===== src/term_router_pkg.sv =====
// constants, register map and carrier types for the input terminal router
// assumes a 50 MHz system clock and a single AHB-Lite master
package term_router_pkg;

	// clock and response timing
	localparam int CLK_HZ = 50_000_000;
	localparam int FAST_RESPONSE_MS = 2;
	localparam int SLOW_RESPONSE_MS = 20;
	localparam int SLOW_SAMPLE_MS = 10;
	localparam int SLOW_SAMPLE_CYCLES = CLK_HZ / 1000 * SLOW_SAMPLE_MS;
	localparam int SLOW_CNT_W = 20;
	localparam int NUM_TERM = 5;
	localparam int CODE_W = 14;

	// function-select codes
	localparam logic [CODE_W-1:0] CODE_LOW = 14'h0000;
	localparam logic [CODE_W-1:0] CODE_MID = 14'h0001;
	localparam logic [CODE_W-1:0] CODE_HIGH = 14'h0002;
	localparam logic [CODE_W-1:0] CODE_SECOND = 14'h0003;
	localparam logic [CODE_W-1:0] CODE_CUR_IN = 14'h0004;
	localparam logic [CODE_W-1:0] CODE_JOG = 14'h0005;
	localparam logic [CODE_W-1:0] CODE_THERMAL = 14'h0007;
	localparam logic [CODE_W-1:0] CODE_EXT_SPEED = 14'h0008;
	localparam logic [CODE_W-1:0] CODE_CONV_EN = 14'h000A;
	localparam logic [CODE_W-1:0] CODE_INTERLOCK = 14'h000C;
	localparam logic [CODE_W-1:0] CODE_PID = 14'h000E;
	localparam logic [CODE_W-1:0] CODE_PANEL_EXT = 14'h0010;
	localparam logic [CODE_W-1:0] CODE_VF = 14'h0012;
	localparam logic [CODE_W-1:0] CODE_SHUTOFF = 14'h0018;
	localparam logic [CODE_W-1:0] CODE_SELF_HOLD = 14'h0019;
	localparam logic [CODE_W-1:0] CODE_TRAVERSE = 14'h0025;
	localparam logic [CODE_W-1:0] CODE_FWD = 14'h003C;
	localparam logic [CODE_W-1:0] CODE_REV = 14'h003D;
	localparam logic [CODE_W-1:0] CODE_RESET = 14'h003E;
	localparam logic [CODE_W-1:0] CODE_PANEL_NET = 14'h0041;
	localparam logic [CODE_W-1:0] CODE_EXT_NET = 14'h0042;
	localparam logic [CODE_W-1:0] CODE_CMD_SRC = 14'h0043;
	localparam logic [CODE_W-1:0] CODE_NONE = 14'h270F;

	// terminal index allowed to carry forward / reverse run
	localparam int FWD_TERM = 0;
	localparam int REV_TERM = 1;

	// shutoff logic selection and operation mode values
	localparam logic [2:0] SHUTOFF_NO = 3'h0;
	localparam logic [2:0] SHUTOFF_NC = 3'h2;
	localparam logic [2:0] SHUTOFF_MIXED = 3'h4;
	localparam logic [3:0] OPMODE_INTERLOCK = 4'h7;

	// register byte offsets
	localparam logic [7:0] OFS_FUNC_SEL0 = 8'h00;
	localparam logic [7:0] OFS_FUNC_SEL4 = 8'h10;
	localparam logic [7:0] OFS_REMOTE_SEL = 8'h14;
	localparam logic [7:0] OFS_SHUTOFF_SEL = 8'h18;
	localparam logic [7:0] OFS_OPMODE = 8'h1C;
	localparam logic [7:0] OFS_EXT_ACCESS = 8'h20;
	localparam logic [7:0] OFS_COMM_CTRL = 8'h24;
	localparam logic [7:0] OFS_STATUS = 8'h28;
	localparam logic [7:0] OFS_TERM_RAW = 8'h2C;

	// reset values of the per-terminal function selects
	localparam logic [CODE_W-1:0] RST_SEL0 = CODE_FWD;
	localparam logic [CODE_W-1:0] RST_SEL1 = CODE_REV;
	localparam logic [CODE_W-1:0] RST_SEL2 = CODE_LOW;
	localparam logic [CODE_W-1:0] RST_SEL3 = CODE_MID;
	localparam logic [CODE_W-1:0] RST_SEL4 = CODE_HIGH;

	// speed source encoding
	localparam logic [1:0] SRC_NONE = 2'h0;
	localparam logic [1:0] SRC_PID = 2'h1;
	localparam logic [1:0] SRC_MULTI = 2'h2;
	localparam logic [1:0] SRC_JOG = 2'h3;

	// decoded commands to the drive control, also the status word
	typedef struct packed {
		logic [1:0] speed_source;
		logic command_source_switch;
		logic external_net_switch;
		logic panel_net_switch;
		logic drive_reset_input;
		logic reverse_run_cmd;
		logic forward_run_cmd;
		logic traverse_select;
		logic start_self_hold;
		logic decel_stop;
		logic coast_stop;
		logic start_allowed;
		logic output_cut;
		logic output_shutoff;
		logic vf_switchover;
		logic panel_external_switch;
		logic pid_valid;
		logic panel_op_interlock;
		logic converter_operation_enable;
		logic ext_thermal_relay;
		logic terminal2_voltage_valid;
		logic current_input_select;
		logic second_function_select;
		logic jog_select;
		logic remote_accel;
		logic remote_decel;
		logic remote_clear;
		logic extended_speed_select;
		logic speed_high_input;
		logic speed_mid_input;
		logic speed_low_input;
	} drive_cmd_t;

	// AHB-Lite slave outputs
	typedef struct packed {
		logic [31:0] hrdata;
		logic hreadyout;
		logic hresp;
	} ahb_rsp_t;

endpackage


===== src/input_terminal_function_router.sv =====
// input terminal function router: five assignable terminals to drive commands
// assumes a single-master AHB-Lite bus on hclk and terminal pins asynchronous to it
//
// Design decisions made here: the address map and the AHB-Lite interface to the registers.
`timescale 1ns/1ns
module input_terminal_function_router
	import term_router_pkg::*;
#(
	parameter int SLOW_CYCLES = SLOW_SAMPLE_CYCLES
) (
	input wire logic hclk,
	input wire logic hresetn,
	input wire logic hsel,
	input wire logic [31:0] haddr,
	input wire logic [1:0] htrans,
	input wire logic hwrite,
	input wire logic [2:0] hsize,
	input wire logic [31:0] hwdata,
	input wire logic hready,
	output logic [31:0] hrdata,
	output logic hreadyout,
	output logic hresp,
	input wire logic [NUM_TERM-1:0] terminal_in,
	input wire logic drive_running,
	output drive_cmd_t drive_cmd
);

	localparam logic [SLOW_CNT_W-1:0] SLOW_LAST = SLOW_CNT_W'(SLOW_CYCLES - 1);

	// whole module state
	typedef struct packed {
		logic [NUM_TERM-1:0] sync1;
		logic [NUM_TERM-1:0] sync2;
		logic [NUM_TERM-1:0] slow_term;
		logic [SLOW_CNT_W-1:0] slow_cnt;
		logic [NUM_TERM-1:0][CODE_W-1:0] func_sel;
		logic [7:0] remote_sel;
		logic [2:0] shutoff_sel;
		logic [3:0] op_mode;
		logic [CODE_W-1:0] ext_access;
		logic comm_shutoff;
		logic dp_valid;
		logic dp_write;
		logic [7:0] dp_addr;
		logic rd_wait;
		ahb_rsp_t rsp;
		drive_cmd_t cmd;
	} state_t;

	state_t s_r;
	state_t s_nxt;

	logic addr_take;
	logic remote_mode;
	logic shut_term;
	logic shut_active;
	logic any_multi;
	logic vf_in;
	logic [31:0] rd_mux;
	drive_cmd_t c;

	// OR of a terminal vector over every terminal carrying the given code
	function automatic logic func_or(input logic [NUM_TERM-1:0][CODE_W-1:0] sel,
			input logic [NUM_TERM-1:0] term, input logic [CODE_W-1:0] code);
		logic r;
		r = 1'b0;
		for (int i = 0; i < NUM_TERM; i++) begin
			r = r | ((sel[i] == code) & term[i]);
		end
		return r;
	endfunction

	// true when any terminal carries the given code
	function automatic logic func_used(input logic [NUM_TERM-1:0][CODE_W-1:0] sel,
			input logic [CODE_W-1:0] code);
		logic r;
		r = 1'b0;
		for (int i = 0; i < NUM_TERM; i++) begin
			r = r | (sel[i] == code);
		end
		return r;
	endfunction

	// register read mux, based on the held data-phase address
	always_comb begin
		rd_mux = 32'h0000_0000;
		if (s_r.dp_addr <= OFS_FUNC_SEL4 && s_r.dp_addr[1:0] == 2'h0) begin
			rd_mux = {18'h0, s_r.func_sel[s_r.dp_addr[4:2]]};
		end else begin
			case (s_r.dp_addr)
				OFS_REMOTE_SEL: rd_mux = {24'h0, s_r.remote_sel};
				OFS_SHUTOFF_SEL: rd_mux = {29'h0, s_r.shutoff_sel};
				OFS_OPMODE: rd_mux = {28'h0, s_r.op_mode};
				OFS_EXT_ACCESS: rd_mux = {18'h0, s_r.ext_access};
				OFS_COMM_CTRL: rd_mux = {31'h0, s_r.comm_shutoff};
				OFS_STATUS: rd_mux = s_r.cmd;
				OFS_TERM_RAW: rd_mux = {27'h0, s_r.sync2};
				default: rd_mux = 32'h0000_0000;
			endcase
		end
	end

	// shutoff function and its contact logic
	always_comb begin
		// fast path reads the synchroniser output directly
		shut_term = func_or(s_r.func_sel, s_r.sync2, CODE_SHUTOFF);
		case (s_r.shutoff_sel)
			SHUTOFF_NO: shut_active = shut_term | s_r.comm_shutoff;
			SHUTOFF_NC: shut_active = ~(shut_term & s_r.comm_shutoff);
			SHUTOFF_MIXED: shut_active = ~(shut_term & ~s_r.comm_shutoff);
			default: shut_active = 1'b1;
		endcase
	end

	// decode of every assignable function
	always_comb begin
		c = '0;
		remote_mode = (s_r.remote_sel != 8'h00);
		// codes 0-2 keep their terminals, only their meaning switches
		c.speed_low_input = ~remote_mode & func_or(s_r.func_sel, s_r.slow_term, CODE_LOW);
		c.speed_mid_input = ~remote_mode & func_or(s_r.func_sel, s_r.slow_term, CODE_MID);
		c.speed_high_input = ~remote_mode & func_or(s_r.func_sel, s_r.slow_term, CODE_HIGH);
		c.remote_clear = remote_mode & func_or(s_r.func_sel, s_r.slow_term, CODE_LOW);
		c.remote_decel = remote_mode & func_or(s_r.func_sel, s_r.slow_term, CODE_MID);
		c.remote_accel = remote_mode & func_or(s_r.func_sel, s_r.slow_term, CODE_HIGH);
		c.extended_speed_select = func_or(s_r.func_sel, s_r.slow_term, CODE_EXT_SPEED);
		c.jog_select = func_or(s_r.func_sel, s_r.slow_term, CODE_JOG);
		c.pid_valid = func_or(s_r.func_sel, s_r.slow_term, CODE_PID);
		any_multi = c.speed_low_input | c.speed_mid_input | c.speed_high_input
			| c.extended_speed_select;
		// speed command source by priority
		if (c.jog_select) begin
			c.speed_source = SRC_JOG;
		end else if (any_multi) begin
			c.speed_source = SRC_MULTI;
		end else if (c.pid_valid) begin
			c.speed_source = SRC_PID;
		end else begin
			c.speed_source = SRC_NONE;
		end
		// control type only changes while stopped
		vf_in = func_or(s_r.func_sel, s_r.slow_term, CODE_VF);
		c.vf_switchover = drive_running ? s_r.cmd.vf_switchover : vf_in;
		c.second_function_select = func_or(s_r.func_sel, s_r.slow_term, CODE_SECOND)
			| vf_in;
		c.current_input_select = func_or(s_r.func_sel, s_r.slow_term, CODE_CUR_IN);
		c.terminal2_voltage_valid = ~c.current_input_select;
		c.ext_thermal_relay = func_or(s_r.func_sel, ~s_r.slow_term, CODE_THERMAL);
		// converter enable falls back to the shutoff input
		if (func_used(s_r.func_sel, CODE_CONV_EN)) begin
			c.converter_operation_enable = func_or(s_r.func_sel, s_r.sync2, CODE_CONV_EN);
		end else begin
			c.converter_operation_enable = ~shut_active;
		end
		// panel interlock falls back to shutoff in mode 7
		if (s_r.op_mode == OPMODE_INTERLOCK && !func_used(s_r.func_sel, CODE_INTERLOCK)) begin
			c.panel_op_interlock = shut_active;
		end else begin
			c.panel_op_interlock = func_or(s_r.func_sel, s_r.slow_term, CODE_INTERLOCK);
		end
		c.panel_external_switch = func_or(s_r.func_sel, s_r.slow_term, CODE_PANEL_EXT);
		c.start_self_hold = func_or(s_r.func_sel, s_r.slow_term, CODE_SELF_HOLD);
		c.traverse_select = func_or(s_r.func_sel, s_r.slow_term, CODE_TRAVERSE);
		// run commands only on their own terminal
		c.forward_run_cmd = (s_r.func_sel[FWD_TERM] == CODE_FWD) & s_r.slow_term[FWD_TERM];
		c.reverse_run_cmd = (s_r.func_sel[REV_TERM] == CODE_REV) & s_r.slow_term[REV_TERM];
		c.drive_reset_input = func_or(s_r.func_sel, s_r.slow_term, CODE_RESET);
		c.panel_net_switch = func_or(s_r.func_sel, s_r.slow_term, CODE_PANEL_NET);
		c.external_net_switch = func_or(s_r.func_sel, s_r.slow_term, CODE_EXT_NET);
		c.command_source_switch = func_or(s_r.func_sel, s_r.slow_term, CODE_CMD_SRC);
		// shutoff effects on the drive
		c.output_shutoff = shut_active;
		c.output_cut = shut_active;
		c.start_allowed = ~shut_active;
		c.coast_stop = drive_running & shut_active;
		c.decel_stop = drive_running & ~shut_active
			& ~(c.forward_run_cmd | c.reverse_run_cmd);
	end

	assign addr_take = hsel & hready & htrans[1];

	// next state: synchronisers, sampling tick, bus slave, command register
	always_comb begin
		s_nxt = s_r;
		// two-flop synchronisers on every terminal
		s_nxt.sync1 = terminal_in;
		s_nxt.sync2 = s_r.sync1;
		// slow functions sampled every tick, well inside their response time
		if (s_r.slow_cnt == SLOW_LAST) begin
			s_nxt.slow_cnt = '0;
			s_nxt.slow_term = s_r.sync2;
		end else begin
			s_nxt.slow_cnt = s_r.slow_cnt + 1'b1;
		end
		s_nxt.cmd = c;
		// write completes in its data phase
		if (s_r.dp_valid && s_r.dp_write) begin
			if (s_r.dp_addr <= OFS_FUNC_SEL4 && s_r.dp_addr[1:0] == 2'h0) begin
				s_nxt.func_sel[s_r.dp_addr[4:2]] = hwdata[CODE_W-1:0];
			end else begin
				case (s_r.dp_addr)
					OFS_REMOTE_SEL: s_nxt.remote_sel = hwdata[7:0];
					OFS_SHUTOFF_SEL: begin
						// locked unless full parameter access, and only legal values
						if (s_r.ext_access == '0 && (hwdata[2:0] == SHUTOFF_NO
								|| hwdata[2:0] == SHUTOFF_NC
								|| hwdata[2:0] == SHUTOFF_MIXED)
								&& hwdata[31:3] == '0) begin
							s_nxt.shutoff_sel = hwdata[2:0];
						end
					end
					OFS_OPMODE: s_nxt.op_mode = hwdata[3:0];
					OFS_EXT_ACCESS: s_nxt.ext_access = hwdata[CODE_W-1:0];
					OFS_COMM_CTRL: s_nxt.comm_shutoff = hwdata[0];
					default: s_nxt.comm_shutoff = s_r.comm_shutoff;
				endcase
			end
		end
		// reads take one wait cycle so writes just before are seen
		s_nxt.rsp.hresp = 1'b0;
		s_nxt.rsp.hreadyout = 1'b1;
		s_nxt.rd_wait = 1'b0;
		if (s_r.rd_wait) begin
			s_nxt.rsp.hrdata = rd_mux;
			s_nxt.dp_valid = 1'b0;
		end else if (addr_take) begin
			s_nxt.dp_valid = 1'b1;
			s_nxt.dp_write = hwrite;
			s_nxt.dp_addr = haddr[7:0];
			if (!hwrite) begin
				s_nxt.rd_wait = 1'b1;
				s_nxt.rsp.hreadyout = 1'b0;
			end
		end else begin
			s_nxt.dp_valid = 1'b0;
		end
	end

	// state register
	always_ff @(posedge hclk or negedge hresetn) begin
		if (!hresetn) begin
			s_r <= '0;
			s_r.func_sel[0] <= RST_SEL0;
			s_r.func_sel[1] <= RST_SEL1;
			s_r.func_sel[2] <= RST_SEL2;
			s_r.func_sel[3] <= RST_SEL3;
			s_r.func_sel[4] <= RST_SEL4;
			s_r.shutoff_sel <= SHUTOFF_NO;
			s_r.rsp.hreadyout <= 1'b1;
		end else begin
			s_r <= s_nxt;
		end
	end

	// outputs straight from the state register
	assign hrdata = s_r.rsp.hrdata;
	assign hreadyout = s_r.rsp.hreadyout;
	assign hresp = s_r.rsp.hresp;
	assign drive_cmd = s_r.cmd;

endmodule


===== config.mk =====
export PLATFORM = sky130hd
export DESIGN_NAME = input_terminal_function_router
export DESIGN_NICKNAME = d
export VERILOG_FILES = /design/src/term_router_pkg.sv /design/src/input_terminal_function_router.sv
export SDC_FILE = /design/constraint.sdc
export NUM_CORES = 1
export LEC_CHECK = 0
export BUFFER_PORTS_ARGS = -buffer_cell sky130_fd_sc_hd__buf_2
export CAP_MARGIN = 40
export CORE_MARGIN = 2
export CORE_UTILIZATION = 30
export DETAILED_ROUTE_END_ITERATION = 8
export PLACE_DENSITY = 0.47
export SLEW_MARGIN = 25
export SYNTH_ARGS = -nofsm -noshare
export SYNTH_HDL_FRONTEND = slang
export SYNTH_SLANG_ARGS = --single-unit

===== constraint.sdc =====
create_clock -name hclk -period 5.1 [get_ports hclk]
set_input_delay 0.255 -clock hclk [delete_from_list [all_inputs] [get_ports hclk]]
set_output_delay 0.255 -clock hclk [all_outputs]
set_load 0.01 [all_outputs]

==> metrics <==
CP Data Required Time=~5.5 ns; Comb pwr share=0.126; initial antenna violation count=3; pin count of the biggest net entering global routing=109; Startpoint Class=flip-flop; Die H=196 microns; Placer Congestion=0.974; final cell count without fillers=between 1500 and 2000; CTS tree=built; Worst Hold Class=input port to flip-flop; Worst path max stage delay=0.62 ns; synth unique cells=73; final worst path period share=0.580; Pins Over Slew Limit=0; Final Critical Period=2.96 ns; Worst EP arrival=3.34 ns; sequential fraction of the synthesis area=0.475; MaxCap Viol Count=0; unrepaired setup endpoints after global routing=false; layout cell share with drive strength beyond 1=0.258; die width=196 microns; clock sinks=~210; Avg Vias per Cell=5.34; Starting DRT DRC Count=604; final setup margin=2.14 ns; Hold Fails Final Rpt=0; commonest non-fill, non-tap cell in the layout=dfrtp_1; pin slew with the least headroom to its limit=slightly below 0.9 ns; pre-CTS setup slack=2.14 ns; Most used DFF post-synth=dfrtp_1; core area=approximately 36000 sq um; GRT Total Usage=0.190; Rows=70; most frequent cells in the layout=dfrtp_1, buf_2, nand2_1; Die ar.=38400 sq um; syn nets=around 1100; # IOs=146; CP Capture Type=flip-flop; slowest library cell on the worst path=nor4_1; warnings from Yosys=0; Post-synth EDFFs=0; Synth Register Bits=209; WP buf/inv=0; Clk Latency, worst-skew pair=0.53 ns; Initial Utilization=0.303; clk_skew=0.0148 ns; crit-path most repeated cell=nor4_1; CTS root buf=clkbuf_16; post-detail-place hpwl=27400 microns; cells along the critical path=nor4_1 -> nand4_1 -> nor4_1 -> nor4_1 -> a41oi_1 -> o21ai_1; TritonCTS Buffers=24; Avg Inst Size Synth=around 10 sq um; CP Class=flip-flop to flip-flop; total grt overflow=0; Rel. slew slack=0.406; Inst Count DP=roughly 1500; post_cts resized=0; DR vias=8520; Power Internal=about 3 mW; Antenna diodes=0; total power=just over 4 mW; leak pwr=between 5 and 6 nW; nets@finish=1192; Setup Viol. Count Final=0; post-route ant nets=0; WL per Instance=23.0 microns; clock slew at reported path FFs=0.06 ns; critical path peak fanout=6; final setup TNS=0 ns; post-synthesis cell area=11000 sq um; vias in the first global route=8192; synthesis-to-finish area growth=14.1%; Switching Share=0.278; clock tree buffer depth=3; htree depth=1; async set-reset flop share out of synthesis=1.00; status=finished clean; first-pass iteration count of the detailed router=5; Port Buffers=116; clock share of power=0.417; drt total wl=between 30000 and 40000 microns; first-pass GRT wire length=54800 microns; # DRC=0; sw power=between 1 and 1.5 mW; Max VDD drop=between 100 and 150 uV; Flop pwr share=0.457; f_max=338 MHz; pwr dens=329 nW/um^2; Finished Core Util=0.346; Top delay family on crit path=simple AND/OR/NAND/NOR gates; Post-Synthesis Cells=1058
## synth_stat cells, drive strengths merged (6+ instances only)
cell    instances  area (sq um)
dfrtp         197          4930
mux2          113          1310
nand2          84           323
buf            80           569
nor2           70           279
nand3          63           315
inv            43           161
clkbuf         39           148
o21ai          37           185
nor4           34           225
nand4          30           188
nor3           25           130
a21oi          18          93.8
nand2b         16           100
nor4b          16           140
mux4           15           338
nor2b          15          93.8
dfstp          12           315
xor2           12           105
a22oi          10          75.1
and2           10          62.6
o22ai          10          62.6
and3            8          50.1
o32ai           8          70.1
or2             8          50.1
a222oi          7          70.1
nor3b           7          52.6
or4             6          56.3
## metal layers
layer  up-vias  wire length [microns]  share of wire  GRT usage
met1      4260                  17100           0.46      0.275
met5         -                     13        0.00035          0
li1       3917                      -              -          -
met2       283                  16500           0.45      0.293
met4         2                   1090          0.030     0.0556
met3        58                   2120          0.058     0.0273
## cell type report
| cell class | count | area, sq um |
|---|---|---|
| Clock buffer | 32 | 661 |
| Clock inverter | 12 | 128 |
| Fill cell | 3700 | 23800 |
| Inverter | 44 | 165 |
| Multi-Input combinational cell | 686 | 4930 |
| Sequential cell | 209 | 5250 |
| Tap cell | 468 | 586 |
| Timing Repair Buffer | 146 | 873 |
## state kept, by name, summed over array words and instances (netlist names)
signal and flops:
s_r 141, drive_cmd 31, hrdata 31, s_nxt 5
hreadyout 1
## cell families after synthesis
logic type,synth area share
flops,0.475
simple gates,0.202
xor+xnor,0.0135
fa+ha+maj,0.00113
mux,0.151
compound gates,0.0769
buf+inv,0.0799
other cells,0.000340
## power by group through the flow
stage / Sequential, mW / Clock, mW / Combinational [mW]
global placement: 1.93 / 0 / 0.496
detailed placement: 1.92 / 0 / 0.512
finish: 1.90 / 1.73 / 0.522
floorplan: 1.84 / 0 / 0.382
CTS: 1.89 / 1.78 / 0.523
global route: 1.91 / 1.85 / 0.572
## worst paths after layout
path	slack (ns)	depth (start not counted)	start	endpoint
hold / removal	0.08	2	hwdata[9]	s_r[144]
min in group asynchronous	0.34	2	hresetn	s_r[184]
setup reg to reg	2.14	6	s_r[139]	drive_cmd[30]
max in group asynchronous	3.51	3	hresetn	s_r[66]
hold reg to reg	0.35	0	s_nxt[204]	s_r[204]
setup / recovery	2.14	6	s_r[139]	drive_cmd[30]
## what timing repair did
action	CTS	global route
hold buffers	16	0
hold endpoints to repair	113	0
endpoints found under the setup margin	0	0
buffers inserted	0	0
## worst register-to-register path: stages (launching register included)
cell and delay (ns):
dfrtp_1 0.45, nor4_1 0.62, nand4_1 0.51, nor4_1 0.59, nor4_1 0.21, a41oi_1 0.33, o21ai_1 0.09
## stage by stage
step | instance area (sq um) | hold slack (ns)
after floorplan | 11000 | -0.0406
after global placement | 11600 | 0.335
after detailed placement | 11600 | 0.337
after CTS | 12600 | 0.0615
after global routing | 12600 | 0.0950
final | 12600 | 0.0826
(Power assumes the default switching activity.)
